$ cat config.mk
export PLATFORM = sky130hd
export DESIGN_NAME = lpc_ctrl
export DESIGN_NICKNAME = d
export VERILOG_FILES = /design/src/hdl/lpc_pkg.sv /design/src/hdl/lpc_ctrl.sv
export SDC_FILE = /design/constraint.sdc
export NUM_CORES = 1
export LEC_CHECK = 0
export BUFFER_PORTS_ARGS = -buffer_cell sky130_fd_sc_hd__buf_2
export CAP_MARGIN = 20
export CORE_MARGIN = 3
export CORE_UTILIZATION = 48
export DETAILED_ROUTE_END_ITERATION = 7
export GPL_ROUTABILITY_DRIVEN = 0
export PLACE_DENSITY_LB_ADDON = 0.25
export SYNTH_ARGS = -nofsm -noshare
export SYNTH_HDL_FRONTEND = slang
export SYNTH_SLANG_ARGS = --single-unit
$ cat constraint.sdc
create_clock -name mclk -period 2.3 [get_ports mclk]
set_input_delay 0.345 -clock mclk [delete_from_list [all_inputs] [get_ports mclk]]
set_output_delay 0.345 -clock mclk [all_outputs]
set_load 0.02 [all_outputs]
$ cat src/hdl/lpc_pkg.sv
// lpc_pkg: constants for the line printer channel controller.
// assumes a 100 MHz mclk and a 12-bit channel code bus.
package lpc_pkg;
    localparam int CLK_NS      = 10;
    localparam int CLR_TIME_US = 100;
    localparam int CLR_CYC     = (CLR_TIME_US * 1000) / CLK_NS;
    localparam int LINE_MAX    = 136;

    // apb byte offsets
    localparam logic [7:0] OFS_STATUS = 8'h00;
    localparam logic [7:0] OFS_CTRL   = 8'h04;
    localparam logic [7:0] OFS_FRAME  = 8'h08;
    localparam logic [1:0] CTRL_RST   = 2'h0;

    // status word bit positions
    localparam int ST_CONN  = 0;
    localparam int ST_RSV   = 1;
    localparam int ST_READY = 2;
    localparam int ST_TPE   = 3;
    localparam int ST_CH    = 4;
    localparam int ST_LOWP  = 5;
    localparam int ST_STATE = 8;

    // function codes (octal in comments)
    localparam logic [11:0] FN_RELEASE = 12'h000; // 0000
    localparam logic [11:0] FN_DISCON  = 12'h020; // 0040
    localparam logic [11:0] FN_EJECT   = 12'h004; // 0004
    localparam logic [11:0] FN_POST0   = 12'h008; // 0010 + level
    localparam logic [11:0] FN_PRE0    = 12'h018; // 0030 + level
    localparam logic [11:0] FN_INT_EOP = 12'h010; // 0020
    localparam logic [11:0] FN_INT_CLR = 12'h011; // 0021
    localparam logic [3:0]  LVL_NONE   = 4'h0;
    localparam logic [3:0]  LVL_EIGHT  = 4'h8;

    typedef enum logic [2:0] {
        LPC_IDLE  = 3'h0,
        LPC_LOAD  = 3'h1,
        LPC_PRE   = 3'h3,
        LPC_PRINT = 3'h2,
        LPC_POST  = 3'h6,
        LPC_HALT  = 3'h7
    } lpc_state_t;
endpackage

$ cat src/hdl/lpc_ctrl.sv
// lpc_ctrl: channel-side controller for a buffered line printer.
// assumes channel strobes on mclk; panel and printer pins are asynchronous.
//
// Decided for this implementation: the APB register port and the placing of the registers.
module lpc_ctrl
    import lpc_pkg::*;
#(
    parameter int CLR_CYCLES = CLR_CYC
) (
    input  wire logic        mclk,
    input  wire logic        resetn,
    input  wire logic        psel,
    input  wire logic        penable,
    input  wire logic        pwrite,
    input  wire logic [7:0]  paddr,
    input  wire logic [31:0] pwdata,
    output logic [31:0]      prdata,
    output logic             pready,
    output logic             pslverr,
    input  wire logic        ch_id,
    input  wire logic        ch_connect,
    input  wire logic        ch_function,
    input  wire logic        ch_clear,
    input  wire logic        ch_write,
    input  wire logic        ch_last,
    input  wire logic        ch_par_err,
    input  wire logic [11:0] ch_code,
    input  wire logic        ext_mclr,
    output logic             ch_reply,
    output logic             ch_reject,
    output logic             ch_perr,
    output logic             ch_wr_ready,
    output logic [7:0]       irq,
    output logic             connected,
    output logic             reserved,
    output logic             conn_chan,
    output logic             ready,
    output logic             tpe_lamp,
    input  wire logic [2:0]  eq_sw,
    input  wire logic        sw_start,
    input  wire logic        sw_stop,
    input  wire logic        sw_space,
    input  wire logic        sw_eject,
    input  wire logic        sw_par_ovr,
    input  wire logic        sw_err_ovr,
    input  wire logic        low_paper,
    input  wire logic        print_err,
    input  wire logic        prt_done,
    input  wire logic        step_ack,
    input  wire logic [7:0]  tape_hole,
    output logic             pm_we,
    output logic [7:0]       pm_addr,
    output logic [11:0]      pm_data,
    output logic             prt_go,
    output logic             paper_step
);
    localparam int SW = 21;

    // the clear window must span at least two cycles and fit the counter
    if (CLR_CYCLES < 2 || CLR_CYCLES > 65535) begin : g_bad_clr
        $error("CLR_CYCLES out of range");
    end

    function automatic logic hole_at(input logic [7:0] h,
                                     input logic [3:0] lvl);
        hole_at = (lvl == LVL_NONE) ? 1'b1 : h[3'(lvl - 4'h1)];
    endfunction

    // three flops per pin; stage b feeds logic, stage c only the edge detects
    logic [SW-1:0] sy_a_q, sy_b_q, sy_c_q;
    always_ff @(posedge mclk or negedge resetn) begin
        if (!resetn) begin
            sy_a_q <= '0;
            sy_b_q <= '0;
            sy_c_q <= '0;
        end else begin
            sy_a_q <= {eq_sw, sw_start, sw_stop, sw_space, sw_eject,
                       sw_par_ovr, sw_err_ovr, low_paper, print_err,
                       prt_done, step_ack, tape_hole};
            sy_b_q <= sy_a_q;
            sy_c_q <= sy_b_q;
        end
    end
    logic [2:0] eq_n;
    logic [7:0] holes;
    logic       start_p, stop_p, space_p, eject_p, done_p, ack_p;
    logic       par_ovr, err_ovr, lowp, perr_in;
    assign eq_n    = sy_b_q[20:18];
    assign start_p = sy_b_q[17] & ~sy_c_q[17];
    assign stop_p  = sy_b_q[16] & ~sy_c_q[16];
    assign space_p = sy_b_q[15] & ~sy_c_q[15];
    assign eject_p = sy_b_q[14] & ~sy_c_q[14];
    assign par_ovr = sy_b_q[13];
    assign err_ovr = sy_b_q[12];
    assign lowp    = sy_b_q[11];
    assign perr_in = sy_b_q[10];
    assign done_p  = sy_b_q[9] & ~sy_c_q[9];
    assign ack_p   = sy_b_q[8] & ~sy_c_q[8];
    assign holes   = sy_b_q[7:0];

    // apb slave, zero wait states
    logic [1:0] ctrl_q, ctrl_d;
    logic       wr_en, map_ok;
    assign pready  = 1'b1;
    assign map_ok  = paddr == OFS_STATUS || paddr == OFS_CTRL ||
                     paddr == OFS_FRAME;
    assign pslverr = psel & penable & ~map_ok;
    assign wr_en   = psel & penable & pwrite & (paddr == OFS_CTRL);
    always_comb begin
        ctrl_d = wr_en ? pwdata[1:0] : ctrl_q;
    end
    always_ff @(posedge mclk or negedge resetn) begin
        if (!resetn) ctrl_q <= CTRL_RST;
        else         ctrl_q <= ctrl_d;
    end
    // ctrl bit0: general error override fitted; bit1: irq lines gated off
    logic gen_ovr_fit, irq_off;
    assign gen_ovr_fit = ctrl_q[0];
    assign irq_off     = ctrl_q[1];

    lpc_state_t st_q, st_d;
    logic        conn_q, conn_d, rsv_q, rsv_d, cch_q, cch_d;
    logic        tpe_q, tpe_d, stop_seen_q, stop_seen_d;
    logic        online_q, online_d, lph_q, lph_d, credit_q, credit_d;
    logic        exhaust_q, exhaust_d, eopsel_q, eopsel_d;
    logic        eop_q, eop_d, perr_line_q, perr_line_d;
    logic [3:0]  post_q, post_d, pre_q, pre_d, sp_q, sp_d;
    logic        spw_q, spw_d, step_q, step_d, go_q, go_d;
    logic [7:0]  frame_q, frame_d, addr_q, addr_d;
    logic        we_q, we_d, rep_q, rep_d, rej_q, rej_d, pe_q, pe_d;
    logic [11:0] dat_q, dat_d;
    logic [15:0] clr_q, clr_d;
    logic        own, busy_clr, mclr, stopping, line_end;

    assign own      = conn_q & (cch_q == ch_id);
    assign busy_clr = clr_q != 16'h0000;
    assign mclr     = ext_mclr;
    assign stopping = ~online_q | lph_q;
    // line ends only on an accepted char, also a one-char line from idle
    assign line_end = ch_write & ch_wr_ready &
                      (ch_last | addr_q == 8'(LINE_MAX - 1));
    // loading already under way may finish while stopped
    assign ch_wr_ready = own & ~busy_clr &
                         (st_q == LPC_LOAD || (st_q == LPC_IDLE & ~stopping));

    always_comb begin
        st_d = st_q; conn_d = conn_q; rsv_d = rsv_q; cch_d = cch_q;
        tpe_d = tpe_q; stop_seen_d = stop_seen_q; online_d = online_q;
        lph_d = lph_q; credit_d = credit_q; exhaust_d = exhaust_q;
        eopsel_d = eopsel_q; eop_d = eop_q; perr_line_d = perr_line_q;
        post_d = post_q; pre_d = pre_q; sp_d = sp_q; spw_d = spw_q;
        frame_d = frame_q; addr_d = addr_q; dat_d = dat_q;
        clr_d = busy_clr ? clr_q - 16'h0001 : clr_q;
        we_d = 1'b0; rep_d = 1'b0; rej_d = 1'b0; pe_d = 1'b0;
        step_d = 1'b0; go_d = 1'b0;
        if (start_p) online_d = 1'b1;
        if (stop_p) begin
            online_d = 1'b0;
            stop_seen_d = 1'b1;
        end
        if (start_p & stop_seen_q) stop_seen_d = 1'b0;
        // stop then start clears the parity flag
        if (start_p & stop_seen_q) tpe_d = 1'b0;
        // connect compares equipment field with the switch
        if (ch_connect & ~busy_clr) begin
            if (ch_par_err) begin
                tpe_d = 1'b1;
            end else if (ch_code[11:9] == eq_n) begin
                conn_d = 1'b1; rsv_d = 1'b1; cch_d = ch_id; rep_d = 1'b1;
            end else if (own) begin
                conn_d = 1'b0;
            end
        end
        if (ch_function & own & ~busy_clr) begin
            if (ch_par_err) begin
                tpe_d = 1'b1;
                pe_d = 1'b1;
            end else begin
                rep_d = 1'b1;
                // release drops only the issuing channel
                if (ch_code == FN_RELEASE || ch_code == FN_DISCON) begin
                    conn_d = 1'b0; rsv_d = 1'b0;
                    // interrupt selections go with the release
                    eopsel_d = 1'b0; eop_d = 1'b0;
                end else if (ch_code == FN_EJECT) begin
                    post_d = LVL_EIGHT;
                end else if (ch_code > FN_POST0 && ch_code < FN_POST0 + 12'h007)
                begin
                    post_d = 4'(ch_code - FN_POST0);
                end else if (ch_code > FN_PRE0 && ch_code < FN_PRE0 + 12'h007)
                begin
                    pre_d = 4'(ch_code - FN_PRE0);
                end else if (ch_code == FN_INT_EOP) begin
                    eopsel_d = 1'b1;
                end else if (ch_code == FN_INT_CLR) begin
                    eopsel_d = 1'b0; eop_d = 1'b0;
                end else begin
                    rep_d = 1'b0;
                    rej_d = 1'b1;
                end
            end
        end
        // clear channel: drop link if this channel holds it, clear function logic and parity flag, hold off codes
        if (ch_clear) begin
            if (cch_q == ch_id) begin
                conn_d = 1'b0; rsv_d = 1'b0;
            end
            tpe_d = 1'b0; eopsel_d = 1'b0; eop_d = 1'b0;
            post_d = LVL_NONE; pre_d = LVL_NONE;
            clr_d = 16'(CLR_CYCLES);
        end
        if (ch_write & ch_wr_ready & ch_par_err) begin
            tpe_d = 1'b1;
            perr_line_d = 1'b1;
        end
        if (perr_in & st_q == LPC_PRINT) perr_line_d = 1'b1;
        // low paper holds the printer after each line
        if (start_p & lph_q & ~exhaust_q) credit_d = 1'b1;
        if (~lowp) begin
            lph_d = 1'b0; exhaust_d = 1'b0;
        end
        // spacing engine: one frame per line of paper
        if (sp_q != LVL_NONE || spw_q) begin
            if (spw_q & ack_p) begin
                spw_d = 1'b0;
                frame_d = frame_q + 8'h01;
                if (holes[7] & lph_q) exhaust_d = 1'b1;
                if (sp_q == LVL_NONE || hole_at(holes, sp_q))
                    sp_d = LVL_NONE;
                else
                    sp_d = sp_q;
            end else if (~spw_q) begin
                spw_d = 1'b1; step_d = 1'b1;
                if (sp_q == 4'hF) sp_d = LVL_NONE;
            end
        end
        case (st_q)
            LPC_IDLE: begin
                if (space_p & ~spw_q & sp_q == LVL_NONE) sp_d = 4'hF;
                if (eject_p & ~spw_q & sp_q == LVL_NONE) sp_d = LVL_EIGHT;
                if (ch_write & ch_wr_ready) begin
                    eop_d = 1'b0;
                    st_d = LPC_LOAD;
                end
                if (line_end) begin
                    st_d = pre_q != LVL_NONE ? LPC_PRE : LPC_HALT;
                    if (pre_q != LVL_NONE) sp_d = pre_q;
                end
            end
            LPC_LOAD: begin
                if (line_end) begin
                    st_d = pre_q != LVL_NONE ? LPC_PRE : LPC_HALT;
                    sp_d = pre_q;
                end
            end
            LPC_PRE: begin
                // paper moves before the line prints
                if (sp_q == LVL_NONE & ~spw_q) st_d = LPC_HALT;
            end
            LPC_HALT: begin
                // override decides whether a bad line prints
                if (perr_line_q & ~(gen_ovr_fit ? err_ovr : par_ovr)) begin
                    if (start_p & stop_seen_q) perr_line_d = 1'b0;
                end else if (~stopping | credit_q) begin
                    credit_d = 1'b0;
                    go_d = 1'b1;
                    st_d = LPC_PRINT;
                end
            end
            LPC_PRINT: begin
                // the line finishes whatever clears arrive
                if (done_p) begin
                    sp_d = post_q != LVL_NONE ? post_q : 4'hF;
                    st_d = LPC_POST;
                end
            end
            LPC_POST: begin
                // postprint motion until the selected hole
                if (sp_q == LVL_NONE & ~spw_q) begin
                    // end of operation raised per line
                    // a release in this very cycle already wins
                    if (eopsel_d) eop_d = 1'b1;
                    if (lowp) lph_d = 1'b1;
                    perr_line_d = 1'b0;
                    addr_d = 8'h00;
                    st_d = LPC_IDLE;
                end
            end
            default: st_d = LPC_IDLE;
        endcase
        if (ch_write & ch_wr_ready) begin
            we_d = 1'b1;
            dat_d = ch_code;
            addr_d = addr_q + 8'h01;
            if (st_q == LPC_IDLE) addr_d = 8'h01;
        end
        // external clear resets logic but spares a printing line
        if (mclr) begin
            conn_d = 1'b0; rsv_d = 1'b0; tpe_d = 1'b0; eopsel_d = 1'b0;
            eop_d = 1'b0; post_d = LVL_NONE; pre_d = LVL_NONE;
            online_d = 1'b0; perr_line_d = 1'b0;
            if (st_q != LPC_PRINT) begin
                st_d = LPC_IDLE; addr_d = 8'h00;
            end
        end
    end

    always_ff @(posedge mclk or negedge resetn) begin
        if (!resetn) begin
            st_q <= LPC_IDLE; conn_q <= 1'b0; rsv_q <= 1'b0;
            cch_q <= 1'b0; tpe_q <= 1'b0; stop_seen_q <= 1'b0;
            online_q <= 1'b0; lph_q <= 1'b0; credit_q <= 1'b0;
            exhaust_q <= 1'b0; eopsel_q <= 1'b0; eop_q <= 1'b0;
            perr_line_q <= 1'b0; post_q <= LVL_NONE; pre_q <= LVL_NONE;
            sp_q <= LVL_NONE; spw_q <= 1'b0; step_q <= 1'b0;
            go_q <= 1'b0; frame_q <= 8'h00; addr_q <= 8'h00;
            we_q <= 1'b0; rep_q <= 1'b0; rej_q <= 1'b0; pe_q <= 1'b0;
            dat_q <= 12'h000; clr_q <= 16'h0000;
        end else begin
            st_q <= st_d; conn_q <= conn_d; rsv_q <= rsv_d;
            cch_q <= cch_d; tpe_q <= tpe_d; stop_seen_q <= stop_seen_d;
            online_q <= online_d; lph_q <= lph_d; credit_q <= credit_d;
            exhaust_q <= exhaust_d; eopsel_q <= eopsel_d; eop_q <= eop_d;
            perr_line_q <= perr_line_d; post_q <= post_d; pre_q <= pre_d;
            sp_q <= sp_d; spw_q <= spw_d; step_q <= step_d;
            go_q <= go_d; frame_q <= frame_d; addr_q <= addr_d;
            we_q <= we_d; rep_q <= rep_d; rej_q <= rej_d; pe_q <= pe_d;
            dat_q <= dat_d; clr_q <= clr_d;
        end
    end

    // indications come straight from state flops; ready gates online_q with lph_q
    assign connected  = conn_q;
    assign reserved   = rsv_q;
    assign conn_chan  = cch_q;
    assign ready      = online_q & ~lph_q;
    assign tpe_lamp   = tpe_q;
    assign ch_reply   = rep_q;
    assign ch_reject  = rej_q;
    assign ch_perr    = pe_q;
    assign pm_we      = we_q;
    assign pm_addr    = addr_q;
    assign pm_data    = dat_q;
    assign prt_go     = go_q;
    assign paper_step = step_q;
    // interrupt on the line picked by the equipment switch
    assign irq = (eop_q & ~irq_off) ? (8'h01 << eq_n) : 8'h00;

    always_comb begin
        prdata = 32'h0000_0000;
        if (paddr == OFS_STATUS)
            prdata = {21'h000000, st_q, 2'h0, lph_q, cch_q, tpe_q,
                      ready, rsv_q, conn_q};
        else if (paddr == OFS_CTRL)
            prdata = {30'h00000000, ctrl_q};
        else if (paddr == OFS_FRAME)
            prdata = {16'h0000, addr_q, frame_q};
    end

    // a release from a foreign channel changes nothing
    a_release_own: assert property (@(posedge mclk) disable iff (!resetn)
        ch_function & ~own & ~ch_clear & ~ext_mclr & ~ch_connect
        |=> $stable(conn_q) && $stable(rsv_q))
        else $error("foreign function changed link");
    // clear channel drops own link next cycle
    a_clear_drops: assert property (@(posedge mclk) disable iff (!resetn)
        ch_clear & (cch_q == ch_id) |=> !conn_q && !rsv_q)
        else $error("clear channel kept link");
    // parity error on a function lights the lamp
    a_tpe_set: assert property (@(posedge mclk) disable iff (!resetn)
        ch_function & own & ch_par_err & ~busy_clr |=> tpe_q && ch_perr)
        else $error("parity flag not set");
    // nothing accepted when stopped and idle
    a_stop_refuse: assert property (@(posedge mclk) disable iff (!resetn)
        st_q == LPC_IDLE & ~ready |-> !ch_wr_ready)
        else $error("write accepted while stopped");
    // a printing line survives external clear
    a_print_holds: assert property (@(posedge mclk) disable iff (!resetn)
        st_q == LPC_PRINT & ~done_p |=> st_q == LPC_PRINT)
        else $error("printing line abandoned");
    // every step acknowledged advances the frame
    a_frame_step: assert property (@(posedge mclk) disable iff (!resetn)
        spw_q & ack_p |=> frame_q == $past(frame_q) + 8'h01)
        else $error("frame did not advance");
    // irq only on the equipment line
    a_irq_line: assert property (@(posedge mclk) disable iff (!resetn)
        irq != 8'h00 |-> irq == (8'h01 << eq_n) && eop_q)
        else $error("irq on wrong line");
    // bad line without parity override never prints, general override not fitted
    a_par_halt: assert property (@(posedge mclk) disable iff (!resetn)
        st_q == LPC_HALT & perr_line_q & ~gen_ovr_fit & ~par_ovr
        |=> !prt_go)
        else $error("bad line printed");
    // clear holds off codes for at least the next two cycles
    a_clr_busy: assert property (@(posedge mclk) disable iff (!resetn)
        ch_clear |=> busy_clr [*2])
        else $error("clear time too short");
    c_line_done: cover property (@(posedge mclk) disable iff (!resetn)
        st_q == LPC_POST ##1 st_q == LPC_IDLE);
    c_connect: cover property (@(posedge mclk) disable iff (!resetn)
        ch_connect ##1 ch_reply);
    c_lowpaper: cover property (@(posedge mclk) disable iff (!resetn)
        lph_q & credit_q);
endmodule

# After elaboration in Yosys (flattened, before gate mapping)
# Index checks and enable logic that the tools add are counted.
[classes]
order_cmp = 5
muxes = 160
n_eq_ne = 20
reduce_logical = 26
add_sub_neg = 6
mul = 0
shift = 1
n_div = 0
bitwise = 53
[op_table]
columns = ["op", "n"]
rows = [
  ["4-bit two-way mux", 27],
  ["1-bit two-way mux", 105],
  ["32-bit two-way mux", 2],
  ["8-bit two-way mux", 7],
  ["16-bit two-way mux", 3],
  ["1-bit AND", 34],
  ["3-bit two-way mux", 11],
  ["12-bit by 5-bit equality test with 1-bit output, second input constant", 2],
  ["3-bit case mux with 6 select lines", 1],
  ["8-bit by 1-bit adder with 8-bit output, second input constant", 2],
  ["1-bit NOT", 16],
  ["16-bit nonzero test", 1],
  ["4-bit nonzero test", 4],
  ["16-bit by 1-bit subtractor with 16-bit output, second input constant", 1],
  ["12-bit by 3-bit equality test with 1-bit output, second input constant", 1],
  ["12-bit by 6-bit equality test with 1-bit output, second input constant", 1],
  ["12-bit by 4-bit greater-than comparator with 1-bit output, second input constant", 1],
  ["12-bit by 5-bit greater-than comparator with 1-bit output, second input constant", 1],
  ["12-bit logical NOT", 1],
  ["12-bit by 4-bit less-than comparator with 1-bit output, second input constant", 1],
  ["12-bit by 5-bit less-than comparator with 1-bit output, second input constant", 1],
  ["4-bit case mux with 3 select lines", 1],
  ["3-bit inequality test, second input constant", 3],
  ["3-bit nonzero test", 3],
  ["other kinds (27)", 41],
]
[totals]
latch_bits = 0
romBits = 0
elab_cells = 302
mem_count = 0
input_bits = 86
out_inout_bits = 74
ram_bits = 0
register_bits = 140

# Depth between registers and ports, before layout
[logic_depth]
ltp_word = 14
ltp_mapped = 9

# Worst setup path before layout
# No wires, ideal clock.
[synth_timing]
path_type = "register -> output"
from = "register clr_q[0]"
to = "output ch_wr_ready"
t_required_ns = 1.955
arrival_ns = 2.141
path_slack_ns = -0.186
stages_incl_launch_ff = 7
path_buffers = 1
cell_sequence = "dfrtp_1 -> inv_1 -> ha_1 -> nor3b_1 -> nand4_2 -> clkbuf_1 -> nor4_1"
[synth_via]
elab_chain_len = 4
[synth_rtl]
columns = ["item", "line", "rtl"]
rows = [
  ["from (decl)", "lpc_ctrl.sv:132", "logic [15:0] clr_q, clr_d;"],
  ["from (signal assigned)", "lpc_ctrl.sv:328", "dat_q <= dat_d; clr_q <= clr_d;"],
  ["16-bit nonzero test", "lpc_ctrl.sv:136", "assign busy_clr = clr_q != 16'h0000;"],
  ["1-bit NOT", "lpc_ctrl.sv:143", "assign ch_wr_ready = own & ~busy_clr &"],
  ["1-bit AND (2 in a row)", "lpc_ctrl.sv:143", ""],
  ["to (decl)", "lpc_ctrl.sv:32", "output logic ch_wr_ready,"],
]
# Every way passes these cells.

# Worst setup path after layout
[layout_timing]
from = "register clr_q[1]"
to = "output ch_wr_ready"
# The elaborated chain is that of the path after synthesis.

==> run metrics <==
All-Layer GR Usage=22.5%; pin count of the biggest net entering global routing=50; Slew Limit Fails=0; Max-Cap Viols=0; initial antenna violation count=0; wirelength, routed=14,800 um; Synth top area share=54.0%; failing checks=negative setup slack; total grt overflow=0; crit path time final=2.41 ns; Post-synth ARST share=100%; Crit Path Class=reg2out; Reg2Reg Depth=11; DIE WIDTH=approximately 120 um; Worst setup SP type=flip-flop; final setup margin=-0.105 ns; Lkg Pwr=3.78 nW; Reg area=3200 um^2; setup violators final=6; remaining antenna violation count after routing=0; layout cells sized above 1=34.9%; Yosys warning total=0; logic gate share of total power=between 10 and 15%; CTS max path bufs=2; HPWL Detailed=a little over 10,000 um; fmax=around 420 MHz; clk_lat worst skew=0.42 ns; Max VDD drop=0.781 mV; Sink Count=about 130; Unique masters post-synth=66; relative slew slack=48.5%; Fillers=906; Post-synth EDFFs=0; # diodes=0; CTS Buf Count=17; num rows=39; die height=117 um; Top FF cell, synth=dfrtp_1; actual slew at the worst max-slew pin=0.765 ns; NetSw=between 1.5 and 2 mW; Via density=5.38; Clock transition at path regs=0.05 ns; buffers added on ports=roughly 110; post-route clock period utilization=105%; CTS tree=done; Clk pwr share=between 40% and 50%; Yosys reg bits=128; synth top area cells=dfrtp_1 54%, nor2_1 4.9%, mux2_2 2.8%; Worst setup EP type=primary output; Post-route DRC=0; outcome=complete, but fails checks; vias=4,849; Core ar.=11,800 um^2; Sw Share=approximately 25%; first-pass GRT wire length=~23,000 um; Seq/Total Area, Yosys=54.0%; cell area power density=801 nW/um^2; clock skew=just over 0.008 ns; Mapped Cells=557; CP Max Fanout=3; RSZ-0062 raised after global routing=true; syn avg cell area=between 10 and 15 um^2; data required time of the critical path=1.96 ns; CP Data Arrival Time=2.06 ns; synthesized cell area=5930 um^2; Hold Path Depth=1; CTS Root Buffer Type=clkbuf_16; Final nets=816; Die ar.=13,700 um^2; Hold Path Class=in2reg; Avg WL per Cell=16.4 um; hold slack final=0.0275 ns; Iteration-0 DRC Markers=360; Area Growth Syn to Fin=32.5%; combined area of the multi-input logic cells=between 2000 and 3000 um^2; Starting Density=between 50 and 60%; H-tree depth=4; Final Hold Viols=0; vias in the first global route=roughly 4,700; Seq pwr share=40.7%; Place WS=-0.139 ns; first drt pass iteration count=4; area leader, netlist=dfrtp_1; P_int=approximately 4.7 mW; num ports=160
-- sequential cells by signal, summed over array words and instances, names as in the netlist, 2 cells and up --
signal / cells
clr_q: 16
ctrl_q: 2
frame_q: 8
pm_addr: 8
pm_data: 12
post_q: 4
pre_q: 4
sp_q: 4
st_q: 3
sy_a_q: 21
sy_b_q: 21
sy_c_q: 6
-- metrics by stage --
stage / setup TNS, ns / total power [mW] / instances / util [%] / area (um^2)
final: -0.229 / 6.30 / 901 / 66.9 / 7870
after global routing: -1.80 / 6.61 / 901 / 66.9 / 7870
after CTS: -0.0729 / 6.31 / 891 / 65.2 / 7670
after detailed placement: -0.896 / 3.39 / 848 / 58.4 / 6860
after global placement: -0.425 / 3.35 / 848 / 58.4 / 6860
after floorplan: 0 / 3.12 / 572 / - / 6000
-- cell usage in the layout, fill, tap and decap left out, drive strengths merged, types with 10 or more instances in the layout --
cell    count
inv        12
buf       171
mux2i      15
mux2       16
conb       17
dfrtp     128
nand3      17
nand2b     12
a21oi      33
clkbuf     20
nor2       77
xnor2      15
and3       18
nor4       16
nor3       16
o21ai      10
nand2      33
-- what timing repair did --
item	in CTS	in global routing
gates resized for setup	13	22
hold buffers	1	0
pin swaps	7	14
setup endpoints to repair	20	37
buffers inserted	10	10
endpoints found under the hold margin	45	0
-- kinds of logic (layout without fill, tap and decap cells) --
| logic type | Yosys count | count (layout) | share of synthesized area, % |
|---|---|---|---|
| other cells | 2 | 17 | 0.127 |
| mux | 33 | 33 | 6.32 |
| flops | 128 | 128 | 54.0 |
| fa+ha+maj | 6 | 6 | 1.26 |
| simple gates | 228 | 228 | 20.6 |
| compound gates | 89 | 89 | 10.0 |
| xor+xnor | 21 | 21 | 3.23 |
| buf+inv | 50 | 215 | 4.49 |
-- path summary, 6_finish.rpt --
check	to	slack (ns)	startpoint
min reg2reg	sy_b_q[1]	0.35	sy_a_q[1]
max in group asynchronous	pm_addr[4]	1.04	resetn
max reg2reg	pm_addr[6]	-0.03	clr_q[1]
min	sy_a_q[8]	0.03	step_ack
max	ch_wr_ready	-0.11	clr_q[1]
min in group asynchronous	post_q[2]	0.48	resetn
-- cell usage after synthesis, drive strengths merged (4+ instances only) --
cell type / instances
a211oi: 5
a21oi: 33
a311oi: 7
and3: 18
buf: 24
clkbuf: 15
dfrtp: 128
ha: 6
inv: 11
mux2: 16
mux2i: 15
nand2: 33
nand2b: 12
nand3: 17
nand4: 4
nor2: 77
nor2b: 7
nor3: 16
nor3b: 4
nor4: 16
o21ai: 10
o31ai: 4
or2: 4
xnor2: 15
xor2: 6
-- routing by layer --
layer	GRT usage [%]	vias to the layer above	share of wire [%]
met1	27.5	2403	41
li1	-	2284	-
met4	8.64	0	2.4
met2	37.7	139	52
met5	0	-	0
met3	6.58	23	4.8
-- worst max-delay path, cell delays in order (launching register included) --
cell	delay, ns
dfrtp_1	0.38
inv_1	0.08
ha_2	0.19
nor3b_2	0.17
buf_4	0.15
nand4_4	0.13
buf_6	0.17
nor4_4	0.17
buf_4	0.19
-- power by group through the flow --
stage	registers (mW)	clock network, mW	logic [mW]
floorplan	2.58	0	0.539
global placement	2.59	0	0.762
detailed placement	2.60	0	0.789
CTS	2.56	2.93	0.820
global route	2.59	3.06	0.959
finish	2.57	2.88	0.853
-- cell type report --
cell class                 instances  area share [%]
clock inverter                    12            2.29
multi-input combinational        394            34.2
tap                              164            2.61
timing repair buffer             172            13.7
inverter                          11           0.525
clock buffer                      20            5.93
sequential                       128            40.7
Note: power is estimated with default switching activity, not from simulation.
